**src/hw/timer_counter_pwm_unit_pkg.sv**
```systemverilog
// Purpose: shared constants and types for the timer/counter/pwm array
// Assumes: 16-bit counters, plain register port, 20 MHz sys_clk
// Notes:   eight channels, register index = channel*8 + register
package timer_pwm_pkg;

   // ****************************************
   // sizes
   // ****************************************
   localparam int          NUM_UNITS   = 8;
   localparam int          CNT_W       = 16;
   localparam int          ADDR_W      = 6;
   localparam int          DATA_W      = 32;

   // ****************************************
   // register offsets within one channel
   // ****************************************
   localparam logic [2:0]  REG_CTRL    = 3'h0;  // control bits
   localparam logic [2:0]  REG_PERIOD  = 3'h1;  // period value
   localparam logic [2:0]  REG_CMP     = 3'h2;  // duty compare
   localparam logic [2:0]  REG_DEAD    = 3'h3;  // dead-band cycles
   localparam logic [2:0]  REG_COUNT   = 3'h4;  // live count, writable
   localparam logic [2:0]  REG_CAPT    = 3'h5;  // captured count
   localparam logic [2:0]  REG_STATUS  = 3'h6;  // running, kill seen

   // ****************************************
   // control field positions
   // ****************************************
   localparam int          CTRL_EN     = 0;   // counter enable
   localparam int          CTRL_ONESHOT= 1;   // 1: halt on period match
   localparam int          CTRL_QUAD   = 2;   // 1: quadrature drives count
   localparam int          CTRL_KILLTRUE = 3; // true-output level in kill
   localparam int          CTRL_KILLCOMP = 4; // comp-output level in kill
   localparam int          CTRL_W      = 5;

   localparam logic [CTRL_W-1:0] CTRL_RESET = 5'h00;
   localparam logic [CNT_W-1:0]  PERIOD_RESET = 16'hFFFF;
   localparam logic [CNT_W-1:0]  ZERO16   = 16'h0000;

   // ****************************************
   // carriers
   // ****************************************
   // first field is the top bit, so the list runs from bit 4 down
   typedef struct packed {
      logic              killComp;
      logic              killTrue;
      logic              quadMode;
      logic              oneShot;
      logic              enable;
   } ctrl_t;

   typedef struct packed {
      logic              capture;   // synchronised capture level
      logic              phaseA;    // synchronised encoder phase a
      logic              phaseB;    // synchronised encoder phase b
      logic              kill;      // synchronised shutdown level
   } events_t;

   typedef struct packed {
      logic              pwmTrue;
      logic              pwmComp;
   } pwm_out_t;

endpackage

```
**src/hw/timer_counter_pwm_unit_channel.sv**
```systemverilog
// Purpose: one 16-bit timer/counter/pwm channel
// Assumes: events already synchronised to sys_clk
// Notes:   outputs except running are raw flops; top registers pwm again
`timescale 1ns/1ps
module timer_pwm_channel
   import timer_pwm_pkg::*;
(
   input  wire logic             sys_clk,
   input  wire logic             rst,
   input  wire logic             clkEn,
   input  wire ctrl_t            ctrl,
   input  wire logic [CNT_W-1:0] period,
   input  wire logic [CNT_W-1:0] compare,
   input  wire logic [CNT_W-1:0] deadCycles,
   input  wire logic             countWr,
   input  wire logic [CNT_W-1:0] countWrData,
   input  wire events_t          ev,
   output logic [CNT_W-1:0]      count,
   output logic [CNT_W-1:0]      capture,
   output logic                  running,
   output pwm_out_t              pwm
);

   // ****************************************
   // edge history of synchronised inputs, plus counter and output state
   // ****************************************
   logic                  captPrev;   // last capture level
   logic                  aPrev;      // last phase a
   logic                  bPrev;      // last phase b
   logic                  halted;     // one-shot stop reached
   logic                  rawPwm;     // compare result
   logic                  rawPrev;    // compare result last cycle
   logic [CNT_W-1:0]      deadCnt;    // dead-band remaining

   // quadrature step decode from old and new phase pairs
   function automatic logic [1:0] quadStep(input logic a0, input logic b0,
                                           input logic a1, input logic b1);
      // returns {valid, up}
      logic e;
      e = (a0 ^ a1) ^ (b0 ^ b1);
      // up when the new a differs from the old b
      quadStep = {e, (a1 ^ b0)};
   endfunction

   logic [1:0]            step;
   assign step    = quadStep(aPrev, bPrev, ev.phaseA, ev.phaseB);
   assign running = ctrl.enable & ~halted;

   // history flops
   always_ff @(posedge sys_clk or posedge rst) begin
      if (rst) begin
         captPrev <= 1'b0;
         aPrev    <= 1'b0;
         bPrev    <= 1'b0;
      end else if (clkEn) begin
         captPrev <= ev.capture;
         aPrev    <= ev.phaseA;
         bPrev    <= ev.phaseB;
      end
   end

   // counter: timer mode or quadrature mode
   always_ff @(posedge sys_clk or posedge rst) begin
      if (rst) begin
         count  <= ZERO16;
         halted <= 1'b0;
      end else if (clkEn) begin
         if (countWr) begin
            // software load also re-arms a one-shot
            count  <= countWrData;
            halted <= 1'b0;
         end else if (!ctrl.enable) begin
            halted <= 1'b0;
         end else if (ctrl.quadMode) begin
            if (step[1]) begin
               // a leading b counts up, b leading a counts down
               count <= step[0] ? count + 16'h0001
                                : count - 16'h0001;
            end
         end else if (!halted) begin
            if (count == period) begin
               // match: stop or auto-reload
               if (ctrl.oneShot) begin
                  halted <= 1'b1;
               end else begin
                  count <= ZERO16;
               end
            end else begin
               count <= count + 16'h0001;
            end
         end
      end
   end

   // capture on rising edge of capture input
   always_ff @(posedge sys_clk or posedge rst) begin
      if (rst) begin
         capture <= ZERO16;
      end else if (clkEn && ev.capture && !captPrev) begin
         capture <= count;
      end
   end

   // compare sets duty: high while count below compare
   always_ff @(posedge sys_clk or posedge rst) begin
      if (rst) begin
         rawPwm  <= 1'b0;
         rawPrev <= 1'b0;
      end else if (clkEn) begin
         rawPwm  <= running & (count < compare);
         rawPrev <= rawPwm;
      end
   end

   // dead-band: both low for the transition cycle and deadCycles more after it
   always_ff @(posedge sys_clk or posedge rst) begin
      if (rst) begin
         deadCnt <= ZERO16;
      end else if (clkEn) begin
         if (rawPwm != rawPrev) begin
            deadCnt <= deadCycles;
         end else if (deadCnt != ZERO16) begin
            deadCnt <= deadCnt - 16'h0001;
         end
      end
   end

   // output stage; kill overrides at once, no software in loop
   always_ff @(posedge sys_clk or posedge rst) begin
      if (rst) begin
         pwm <= '0;
      end else if (ev.kill) begin
         pwm.pwmTrue <= ctrl.killTrue;
         pwm.pwmComp <= ctrl.killComp;
      end else if (clkEn) begin
         if (rawPwm != rawPrev || deadCnt != ZERO16) begin
            pwm <= '0;
         end else begin
            pwm.pwmTrue <= rawPwm;
            pwm.pwmComp <= ~rawPwm;
         end
      end
   end

endmodule

```
**src/hw/timer_counter_pwm_unit.sv**
```systemverilog
// Purpose: eight timer/counter/pwm channels behind a register port
// Assumes: pins asynchronous to sys_clk; 20 MHz clock
// Notes:   kill acts two sync stages after the pin, independent of clkEn
//          register index is unit*8 + register; unit 7 fills the map
//          a write to an unmapped register is dropped, a read gives zero
//          encoder phases must hold each state for two clocks or more
//          outputs lag the channel by one flop so pins never glitch
//
// The plain strobed port and the address map were chosen for this implementation.
`timescale 1ns/1ps
module timer_counter_pwm_unit
   import timer_pwm_pkg::*;
#(
   parameter int UNITS = NUM_UNITS
)
(
   input  wire logic              sys_clk,
   input  wire logic              rst,
   input  wire logic              clkEn,
   input  wire logic [ADDR_W-1:0] regAddr,
   input  wire logic [DATA_W-1:0] regWrData,
   input  wire logic              regWr,
   input  wire logic              regRd,
   output logic [DATA_W-1:0]      regRdData,
   input  wire logic [UNITS-1:0]  captureIn,
   input  wire logic [UNITS-1:0]  phaseAIn,
   input  wire logic [UNITS-1:0]  phaseBIn,
   input  wire logic [UNITS-1:0]  killIn,
   output logic [UNITS-1:0]       pwmTrueOut,
   output logic [UNITS-1:0]       pwmCompOut
);

   // ****************************************
   // address decode
   // ****************************************
   // low three bits pick the register inside a unit, the top three
   // bits pick the unit; the write path and the read path both need
   // them, so they live in functions and the two decodes can never
   // drift apart
   // register within a unit
   function automatic logic [2:0] regSel(input logic [ADDR_W-1:0] a);
      regSel = a[2:0];
   endfunction

   // unit number
   function automatic logic [2:0] unitSel(input logic [ADDR_W-1:0] a);
      unitSel = a[5:3];
   endfunction

   // ****************************************
   // per-unit state and synchronisers
   // ****************************************
   // configuration sits here rather than in the channel so the read
   // mux can reach every unit without extra ports; the channel only
   // holds the live counter, the capture and the output state
   // the arrays are small, one word per unit, so plain flops are used
   // and no memory macro is needed
   ctrl_t            ctrlReg   [UNITS];   // control per unit
   logic [CNT_W-1:0] periodReg [UNITS];   // period per unit
   logic [CNT_W-1:0] cmpReg    [UNITS];   // compare per unit
   logic [CNT_W-1:0] deadReg   [UNITS];   // dead-band per unit
   logic [CNT_W-1:0] countW    [UNITS];   // live count
   logic [CNT_W-1:0] captW     [UNITS];   // capture value
   logic [UNITS-1:0] runW;                // running flags
   logic [UNITS-1:0] killSeenReg;         // sticky kill seen
   pwm_out_t         pwmW      [UNITS];   // channel outputs
   logic [3:0]       syncA     [UNITS];   // first sync stage
   logic [3:0]       syncB     [UNITS];   // second sync stage

   // ****************************************
   // per-unit logic, one copy for each channel
   // ****************************************
   genvar u;
   generate
      for (u = 0; u < UNITS; u++) begin : g_unit
         // nets local to one unit
         events_t ev;
         logic    hit;                    // this unit addressed
         logic    cntWr;

         // this unit's share of the bus and its synchronised events
         assign hit   = (unitSel(regAddr) == 3'(u));
         assign cntWr = regWr & hit & (regSel(regAddr) == REG_COUNT);
         assign ev    = syncB[u];

         // two-flop synchronisers; only stage b is read
         // the pins run free against sys_clk, so stage a may go
         // metastable and nothing but stage b may look at it; the
         // reset value matches the idle pin level, so no false
         // capture or encoder edge follows reset
         always_ff @(posedge sys_clk or posedge rst) begin
            if (rst) begin
               syncA[u] <= 4'h0;
               syncB[u] <= 4'h0;
            end else begin
               // kill must not freeze with clkEn
               syncA[u] <= {captureIn[u], phaseAIn[u], phaseBIn[u],
                            killIn[u]};
               syncB[u] <= syncA[u];
            end
         end

         // software-written configuration
         // a write with clkEn low is dropped like any other frozen
         // state; count and status writes are handled further down,
         // so those codes fall through the default branch here
         always_ff @(posedge sys_clk or posedge rst) begin
            if (rst) begin
               ctrlReg[u]   <= CTRL_RESET;
               periodReg[u] <= PERIOD_RESET;
               cmpReg[u]    <= ZERO16;
               deadReg[u]   <= ZERO16;
            end else if (clkEn && regWr && hit) begin
               unique case (regSel(regAddr))
                  REG_CTRL:   ctrlReg[u]   <= regWrData[CTRL_W-1:0];
                  REG_PERIOD: periodReg[u] <= regWrData[CNT_W-1:0];
                  REG_CMP:    cmpReg[u]    <= regWrData[CNT_W-1:0];
                  REG_DEAD:   deadReg[u]   <= regWrData[CNT_W-1:0];
                  default:    ;
               endcase
            end
         end

         // sticky kill flag; a new kill wins over a clear
         // set from the synchronised level, not gated by clkEn, so a
         // fault is never lost while the block is frozen
         always_ff @(posedge sys_clk or posedge rst) begin
            if (rst) begin
               killSeenReg[u] <= 1'b0;
            end else if (ev.kill) begin
               killSeenReg[u] <= 1'b1;
            end else if (clkEn && regWr && hit &&
                         regSel(regAddr) == REG_STATUS) begin
               killSeenReg[u] <= 1'b0;
            end
         end

         // one independent channel per unit
         // the count load is gated here so a frozen block ignores it
         // just as it ignores configuration writes
         timer_pwm_channel i_chan (
            .sys_clk     (sys_clk),
            .rst         (rst),
            .clkEn       (clkEn),
            .ctrl        (ctrlReg[u]),
            .period      (periodReg[u]),
            .compare     (cmpReg[u]),
            .deadCycles  (deadReg[u]),
            .countWr     (clkEn & cntWr),
            .countWrData (regWrData[CNT_W-1:0]),
            .ev          (ev),
            .count       (countW[u]),
            .capture     (captW[u]),
            .running     (runW[u]),
            .pwm         (pwmW[u])
         );

         // outputs straight from flops
         // not gated by clkEn: a kill must reach the pins even while
         // the rest of the block is frozen; the price is one cycle of
         // extra delay from channel to pin
         always_ff @(posedge sys_clk or posedge rst) begin
            if (rst) begin
               pwmTrueOut[u] <= 1'b0;
               pwmCompOut[u] <= 1'b0;
            end else begin
               pwmTrueOut[u] <= pwmW[u].pwmTrue;
               pwmCompOut[u] <= pwmW[u].pwmComp;
            end
         end
      end
   endgenerate

   // ****************************************
   // read port: data in the cycle after the strobe
   // ****************************************
   // the mux is plain logic; only the flop behind it is seen at the
   // port, which keeps the answer to one fixed cycle
   logic [DATA_W-1:0] rdMux;   // combinational read select
   logic [2:0]        rdUnit;  // unit field of the read address

   // select the addressed register; absent units read zero
   always_comb begin
      rdUnit = unitSel(regAddr);
      rdMux  = '0;
      // guard keeps a smaller build from indexing past its arrays
      if (32'(rdUnit) < UNITS) begin
         unique case (regSel(regAddr))
            REG_CTRL:   rdMux = {27'h0, ctrlReg[rdUnit]};
            REG_PERIOD: rdMux = {16'h0000, periodReg[rdUnit]};
            REG_CMP:    rdMux = {16'h0000, cmpReg[rdUnit]};
            REG_DEAD:   rdMux = {16'h0000, deadReg[rdUnit]};
            REG_COUNT:  rdMux = {16'h0000, countW[rdUnit]};
            REG_CAPT:   rdMux = {16'h0000, captW[rdUnit]};
            REG_STATUS: rdMux = {30'h0, killSeenReg[rdUnit], runW[rdUnit]};
            default:    rdMux = '0;   // unmapped reads zero
         endcase
      end
   end

   // read data register; zero outside the answer cycle
   // returning to zero keeps a stale value from being taken for a
   // fresh answer by a master that samples one cycle late
   always_ff @(posedge sys_clk or posedge rst) begin
      if (rst) begin
         regRdData <= '0;
      end else if (clkEn && regRd) begin
         regRdData <= rdMux;
      end else begin
         regRdData <= '0;
      end
   end

endmodule

```
**config.mk**
```make
export PLATFORM = sky130hd
export DESIGN_NAME = timer_counter_pwm_unit
export DESIGN_NICKNAME = d
export VERILOG_FILES = /design/src/hw/timer_counter_pwm_unit_pkg.sv /design/src/hw/timer_counter_pwm_unit_channel.sv /design/src/hw/timer_counter_pwm_unit.sv
export SDC_FILE = /design/constraint.sdc
export NUM_CORES = 2
export LEC_CHECK = 0
export BUFFER_PORTS_ARGS = -buffer_cell sky130_fd_sc_hd__buf_4
export CAP_MARGIN = 30
export CORE_MARGIN = 2
export CORE_UTILIZATION = 50
export DETAILED_ROUTE_END_ITERATION = 10
export GPL_ROUTABILITY_DRIVEN = 0
export PLACE_DENSITY_LB_ADDON = 0.08
export SLEW_MARGIN = 15
export SYNTH_ARGS = -nofsm -noshare
export SYNTH_HDL_FRONTEND = slang
export SYNTH_SLANG_ARGS = --single-unit
```
**constraint.sdc**
```tcl
create_clock -name sys_clk -period 31.7 [get_ports sys_clk]
set_input_delay 1.585 -clock sys_clk [delete_from_list [all_inputs] [get_ports sys_clk]]
set_output_delay 1.585 -clock sys_clk [all_outputs]
set_load 0.005 [all_outputs]
```
# --- After elaboration in Yosys (flattened, before gate mapping) ---
# Index checks and enable logic that the tools add are counted.
word_totals:
  reg_bits: 992
  latchBits: 0
  ramBits: 0
  mem_bits_ro: 0
  input_bits: 75
  word_cells: 717
  memories: 0
op_classes:
  n_addsub: 24
  n_mul: 0
  n_div: 0
  n_lt_le_gt_ge: 10
  eq_ne: 61
  shifts: 0
  muxes: 192
  bitwise_logic: 89
  n_reduce_logical: 148
ops:
  columns: ["cell", "n"]
  rows:
  - ["$mux W16", 90]
  - ["$sub A16 B1 Y16 const B", 16]
  - ["$bmux W16 S3", 5]
  - ["$add A16 B1 Y16 const B", 8]
  - ["$eq A16 B16 Y1", 8]
  - ["$lt A16 B16 Y1", 8]
  - ["$reduce_bool A16 Y1", 8]
  - ["$pmux W16 S7", 1]
  - ["$reduce_and A2 Y1", 48]
  - ["$mux W1", 66]
  - ["$reduce_bool A2 Y1", 32]
  - ["$mux W2", 24]
  - ["$ne A3 B2 Y1 const B", 16]
  - ["$and A1 B1 Y1", 40]
  - ["$reduce_and A5 Y1", 8]
  - ["$logic_and A1 B1 Y1", 34]
  - ["$mux W32", 1]
  - ["$ne A4 B3 Y1 const B", 8]
  - ["$xor A1 B1 Y1", 32]
  - ["$ne A3 B1 Y1 const B", 8]
  - ["$eq A3 B3 Y1 const B", 7]
  - ["$not A1 Y1", 16]
  - ["$bmux W5 S3", 1]
  - ["$eq A3 B2 Y1 const B", 4]
  - ["other kinds (10)", 35]

# --- Depth between registers and ports, before layout ---
logic_depth:
  depth_word: 6
  mapped_depth: 11
  ltp_nobuf: 9

# --- Hierarchy ---
# A second synthesis with hierarchy kept.
hier_totals:
  hier_cells: 5402
  hier_area_um2: 57557.7
by_module_without_submodules:
  columns: ["mod", "n_inst", "cells_per_inst", "area_per_inst_um2", "seq_area_each_um2"]
  rows:
  - ["timer_counter_pwm_unit", 1, 1615, 25009.0, 13372.8]
  - ["timer_pwm_channel at g_unit[3].i_chan ...", 5, 467, 4045.1, 1401.3]
  - ["timer_pwm_channel at g_unit[0].i_chan ...", 3, 484, 4107.7, 1401.3]

# --- Least setup slack after synthesis ---
# No wires, ideal clock.
synth_path:
  path_type: "input port to flip-flop"
  startpoint: "input regAddr[3]"
  endpoint: "register regRdData[1]"
  arrival_ps: 3438
  path_slack_ps: 28130
  path_stages: 8
  path_buffers: 3
  cell_sequence: "buf_2 > buf_2 > buf_2 > mux4_2 > mux2i_1 > o22ai_1 > nor4_1 > nor2_1"
synth_via:
  elab_chain_cells: 6
  elab_cells_between_ends: 23
  classes_between: "mux (22); bitwise (1)"
synth_lines:
  columns: ["element", "line", "text"]
  rows:
  - ["start, declared", "timer_counter_pwm_unit.sv:20", "input wire logic [ADDR_W-1:0] regAddr,"]
  - ["$not A3 Y4 (implied by the code)", null, null]
  - ["$bmux W16 S3 (tied with other cells)", "timer_counter_pwm_unit.sv:194", "REG_CAPT: rdMux = {16'h0000, captW[rdUnit]};"]
  - ["$mux W16 (implied by the code) (tied with other cells) (2 in a row)", "timer_counter_pwm_unit.sv:194", null]
  - ["$pmux W16 S7 (*)", "timer_counter_pwm_unit.sv:188", "unique case (regSel(regAddr))"]
  - ["$mux W32 (*)", "timer_counter_pwm_unit.sv:207", "end else if (clkEn && regRd) begin"]
  - ["end signal, assigned", "timer_counter_pwm_unit.sv:208", "regRdData <= rdMux;"]
  - ["end, declared", "timer_counter_pwm_unit.sv:24", "output logic [DATA_W-1:0] regRdData,"]
# Mark *: on every way between the ends. The rest lies on a longest branch, timed or not. The select of a mux whose other input is x is not followed.
# A chain may end at the register's enable or synchronous reset.

# --- Final worst setup path ---
layout_path:
  startpoint: "input regAddr[4]"
  endpoint: "register regRdData[10]"
layout_via:
  elab_chain_cells: 6
  elab_cells_between_ends: 18
  classes_between: "mux (17); bitwise (1)"
layout_lines:
  columns: ["element", "line"]
  rows:
  - ["$not A3 Y4 (implied by the code) (*)", null]
  - ["$bmux W16 S3, on equally long branches", null]
  - ["$mux W16, on equally long branches (2 in a row)", null]
  - ["$pmux W16 S7 (*)", "timer_counter_pwm_unit.sv:188"]
  - ["$mux W32 (*)", "timer_counter_pwm_unit.sv:207"]
# Marked as above.

==> impl_metrics.csv <==
group,metric,value,unit
synth,yosysSeqAreaShare,0.447,
drt,wl_met2,84.1,mm
drt,detail_route.wl_per_cell,28.7,um
global_route,grt_max_degree,118,
global_route,grt_pass1_vias,41900,
cts,cts_max_path_buffers,3,
setup_path,cp-end-kind,"flop",
drt,route.antenna.remaining_nets,0,
synth,count_of_unique_library_cells_instantiated_by_yosys,95,
timing,clock.fmax,0.195,GHz
synth,synth.yosys.warnings,0,
timing,share_of_the_clock_period_used_by_the_worst_path,0.162,
setup_path,critPathLaunchType,"input pin",
timing,final-setup-viol-count,0,
timing,final_period_minus_worst_setup_slack,5.12,ns
timing,timing.final.max_slew_violations,0,
cts,clkTransAtPathRegs,0.06,ns
synth,yosysTopAreaCell,"dfrtp_1",
global_route,grt_overflow_total,0,
cts,postCtsSetupBuffers,0,
drt,route.vias.total,44200,
drt,firstDrtPassIters,6,
timing,timing_hold_violations_final,0,
setup_path,setup.worst_path.class,"in -> reg",
drt,length_of_routed_met3_wiring,19.1,mm
setup_path,cp.required,32.20,ns
synth,synthMostInstantiatedCell,"dfrtp_1",
synth,synth_ff_type,"dfrtp_1",
drt,first_iter_violations,5332,
finish,final_nets,5486,
cts,count_of_cells_resized_by_post_cts_repair,0,
drt,m1WireLength,81.3,mm
synth,syn-cell-area,0.0550,mm^2
cts,clock_tree_from_tritoncts,"built",
global_route,grt_first_pass_wirelength,285,mm
cts,cts.sinks,976,
global_route,grt_use_total,0.344,
floorplanning,core,0.109,mm^2
pwr,total_leakage_power,26.7,nW
floorplanning,num_rows,121,
timing,setup-tns-final,0,ns
finish,drive_gt1_frac,0.230,
setup_path,critical-path-slowest-cell,"nor4_1",
synth,async_flop_share,1.00,
placement,dpl.hpwl,134,mm
setup_path,biggest_cell_delay_along_the_critical_path,0.84,ns
synth,cell_count_after_synthesis,5318,
finish,area_growth_syn_to_layout,11.3,%
cts,insertion_delay,0.72,ns
floorplanning,die_h,336,um
synth,postSynthRegisterBits,976,
setup_path,critPathArrivalTime,5.62,ns
setup_path,cp_max_fo,61,
cts,cts_buffers,112,
pwr,ir_drop,0.0000449,V
timing,rsz_0062_raised_after_global_routing,"no",
cts,cts_root_buffer,"clkbuf_16",
drt,vias_per_cell,6.52,
drt,final_routed_drc_violation_total,0,
cts,clock_tree.htree_level_count,3,
finish,final_instance_count_without_filler_cells,6774,
global_route,initial_antenna_violation_count,10,
drt,highest_signal_layer_in_the_routed_design,"met5",
synth,edff_count_synth,0,
drt,routed_wirelength,194,mm
floorplanning,floorplan.io_pins,123,
setup_path,crit_path_frequent_cell,"buf_4",
hold_path,min-delay-path-class,"reg -> reg",
cts,cts_hold_buf,0,
timing,relative_slew_slack,0.343,
floorplanning,floorplan.die.width,336,um
status,run_status,"completed",
synth,yosys-top-cells-count,"dfrtp_1 (848), o21ai_0 (444), mux2_2 (431)",
timing,worstMarginPinSlew,0.982,ns
placement,placed_cells,6543,
floorplanning,fp.dieArea,0.113,mm^2
pwr,pwr_density_cell,71.6,mW/mm^2
floorplanning,initial_utilization,0.505,
synth,synth_area_leaders,"dfrtp_1 (39%), mux2_2 (8.8%), mux4_2 (7.0%)",
setup_path,path_cells,"buf_8, buf_4, buf_4, mux4_2, mux2i_1, o21ai_0, a21boi_0, nor4_1",
placement,io_buffer_count,90,
finish,fillers,9376,
job,drv.max_cap_violation_count,0,
synth,syn_avg_cell_area,10.3,um^2
synth,synth_top_area_share,0.386,
timing,timing.clock.skew,0.0258,ns
finish,post-route-util,0.562,
-- cell usage in the layout, fill, tap and decap left out, drive strengths merged, types with 20 or more instances in the layout --
cell / count
dfrtp: 848
o21ai: 451
mux2: 431
nand2: 429
a21oi: 298
nor2: 288
inv: 243
buf: 227
mux4: 170
clkbuf: 156
ha: 152
nor3: 140
dfstp: 128
xor2: 101
xnor2: 99
nor4: 89
nand3: 85
nand4: 76
o22ai: 76
a22oi: 58
a22o: 56
mux2i: 54
a31oi: 51
nand2b: 46
a21o: 42
or3: 40
o31ai: 39
and3: 37
clkinv: 28
and2: 27
nor2b: 26
o2bb2ai: 24
a32oi: 23
bufinv: 23
or4: 20
-- worst max-delay path: cells and delay by family --
family	cells	cell delay [ns]
simple gates	1	0.84
compound gates	2	0.70
mux	2	0.53
buf+inv	3	1.87
-- sequential cells by signal (all words and copies together) (netlist names), 16 cells and up --
register,cells
syncA,32
cmpReg,128
g_unit.i_chan.deadCnt,128
deadReg,128
regRdData,16
periodReg,128
ctrlReg,40
g_unit.ev,32
g_unit.i_chan.capture,128
g_unit.i_chan.count,128
g_unit.i_chan.pwm,16
-- cell type report --
class,instances,area [um^2],share of cell area
multi-input cells,3699,27900,0.455
repair buffers,228,1960,0.0319
clock inverters,57,896,0.0146
flip-flops and latches,976,24600,0.401
well taps,1414,1770,0.0289
clock buffers,155,3270,0.0533
diodes,3,7.51,0.000123
inverters,242,916,0.0150
-- worst paths after layout --
check	cells after the start	slack [ns]	start	to
max reg2reg	8	28.48	g_unit[7].i_chan.count[10]	g_unit[7].i_chan.count[4]
min in group asynchronous	2	1.02	rst	g_unit[2].i_chan.deadCnt[6]
min	0	0.34	syncA[2]	g_unit[7].ev[2]
max in group asynchronous	7	27.70	rst	g_unit[6].i_chan.count[1]
max	8	26.58	regAddr[4]	regRdData[10]
min reg2reg	0	0.34	syncA[2]	g_unit[7].ev[2]
-- where the power goes --
part | leakage (nW) | switching (W) | internal, W
Combinational | 12.7 | 0.000652 | 0.000473
Clock | 2.05 | 0.000555 | 0.000904
Sequential | 11.9 | 0.000330 | 0.00147
Total | 26.7 | 0.00154 | 0.00285
-- through the flow --
stage | worst slack, ns | hold slack [ns] | area [um^2] | power (W)
global placement | 25.84 | 0.332 | 56700 | 0.00287
detailed placement | 25.83 | 0.335 | 56800 | 0.00291
floorplan | 2.87 | 0.331 | 55100 | 0.00249
CTS | 26.60 | 0.345 | 61000 | 0.00437
global route | 26.63 | 0.346 | 61300 | 0.00459
finish | 26.58 | 0.339 | 61300 | 0.00439
-- per-layer routing --
layer / track usage / up-vias
li1: - / 19300
met4: 0.155 / 4
met2: 0.507 / 2092
met1: 0.480 / 22300
met5: 0 / -
met3: 0.0847 / 435
-- cells by family after synthesis --
group | Yosys count | share of synthesized area
other | 1 | 0.0000681
flip-flops | 976 | 0.447
multiplexers | 655 | 0.168
AND/OR/NAND/NOR | 1368 | 0.122
buffers and inverters | 658 | 0.0492
adder cells (fa/ha/maj) | 152 | 0.0346
XOR/XNOR | 200 | 0.0318
AO/OA/AOI/OAI | 1308 | 0.148
Power figures use the tool's default switching activity.
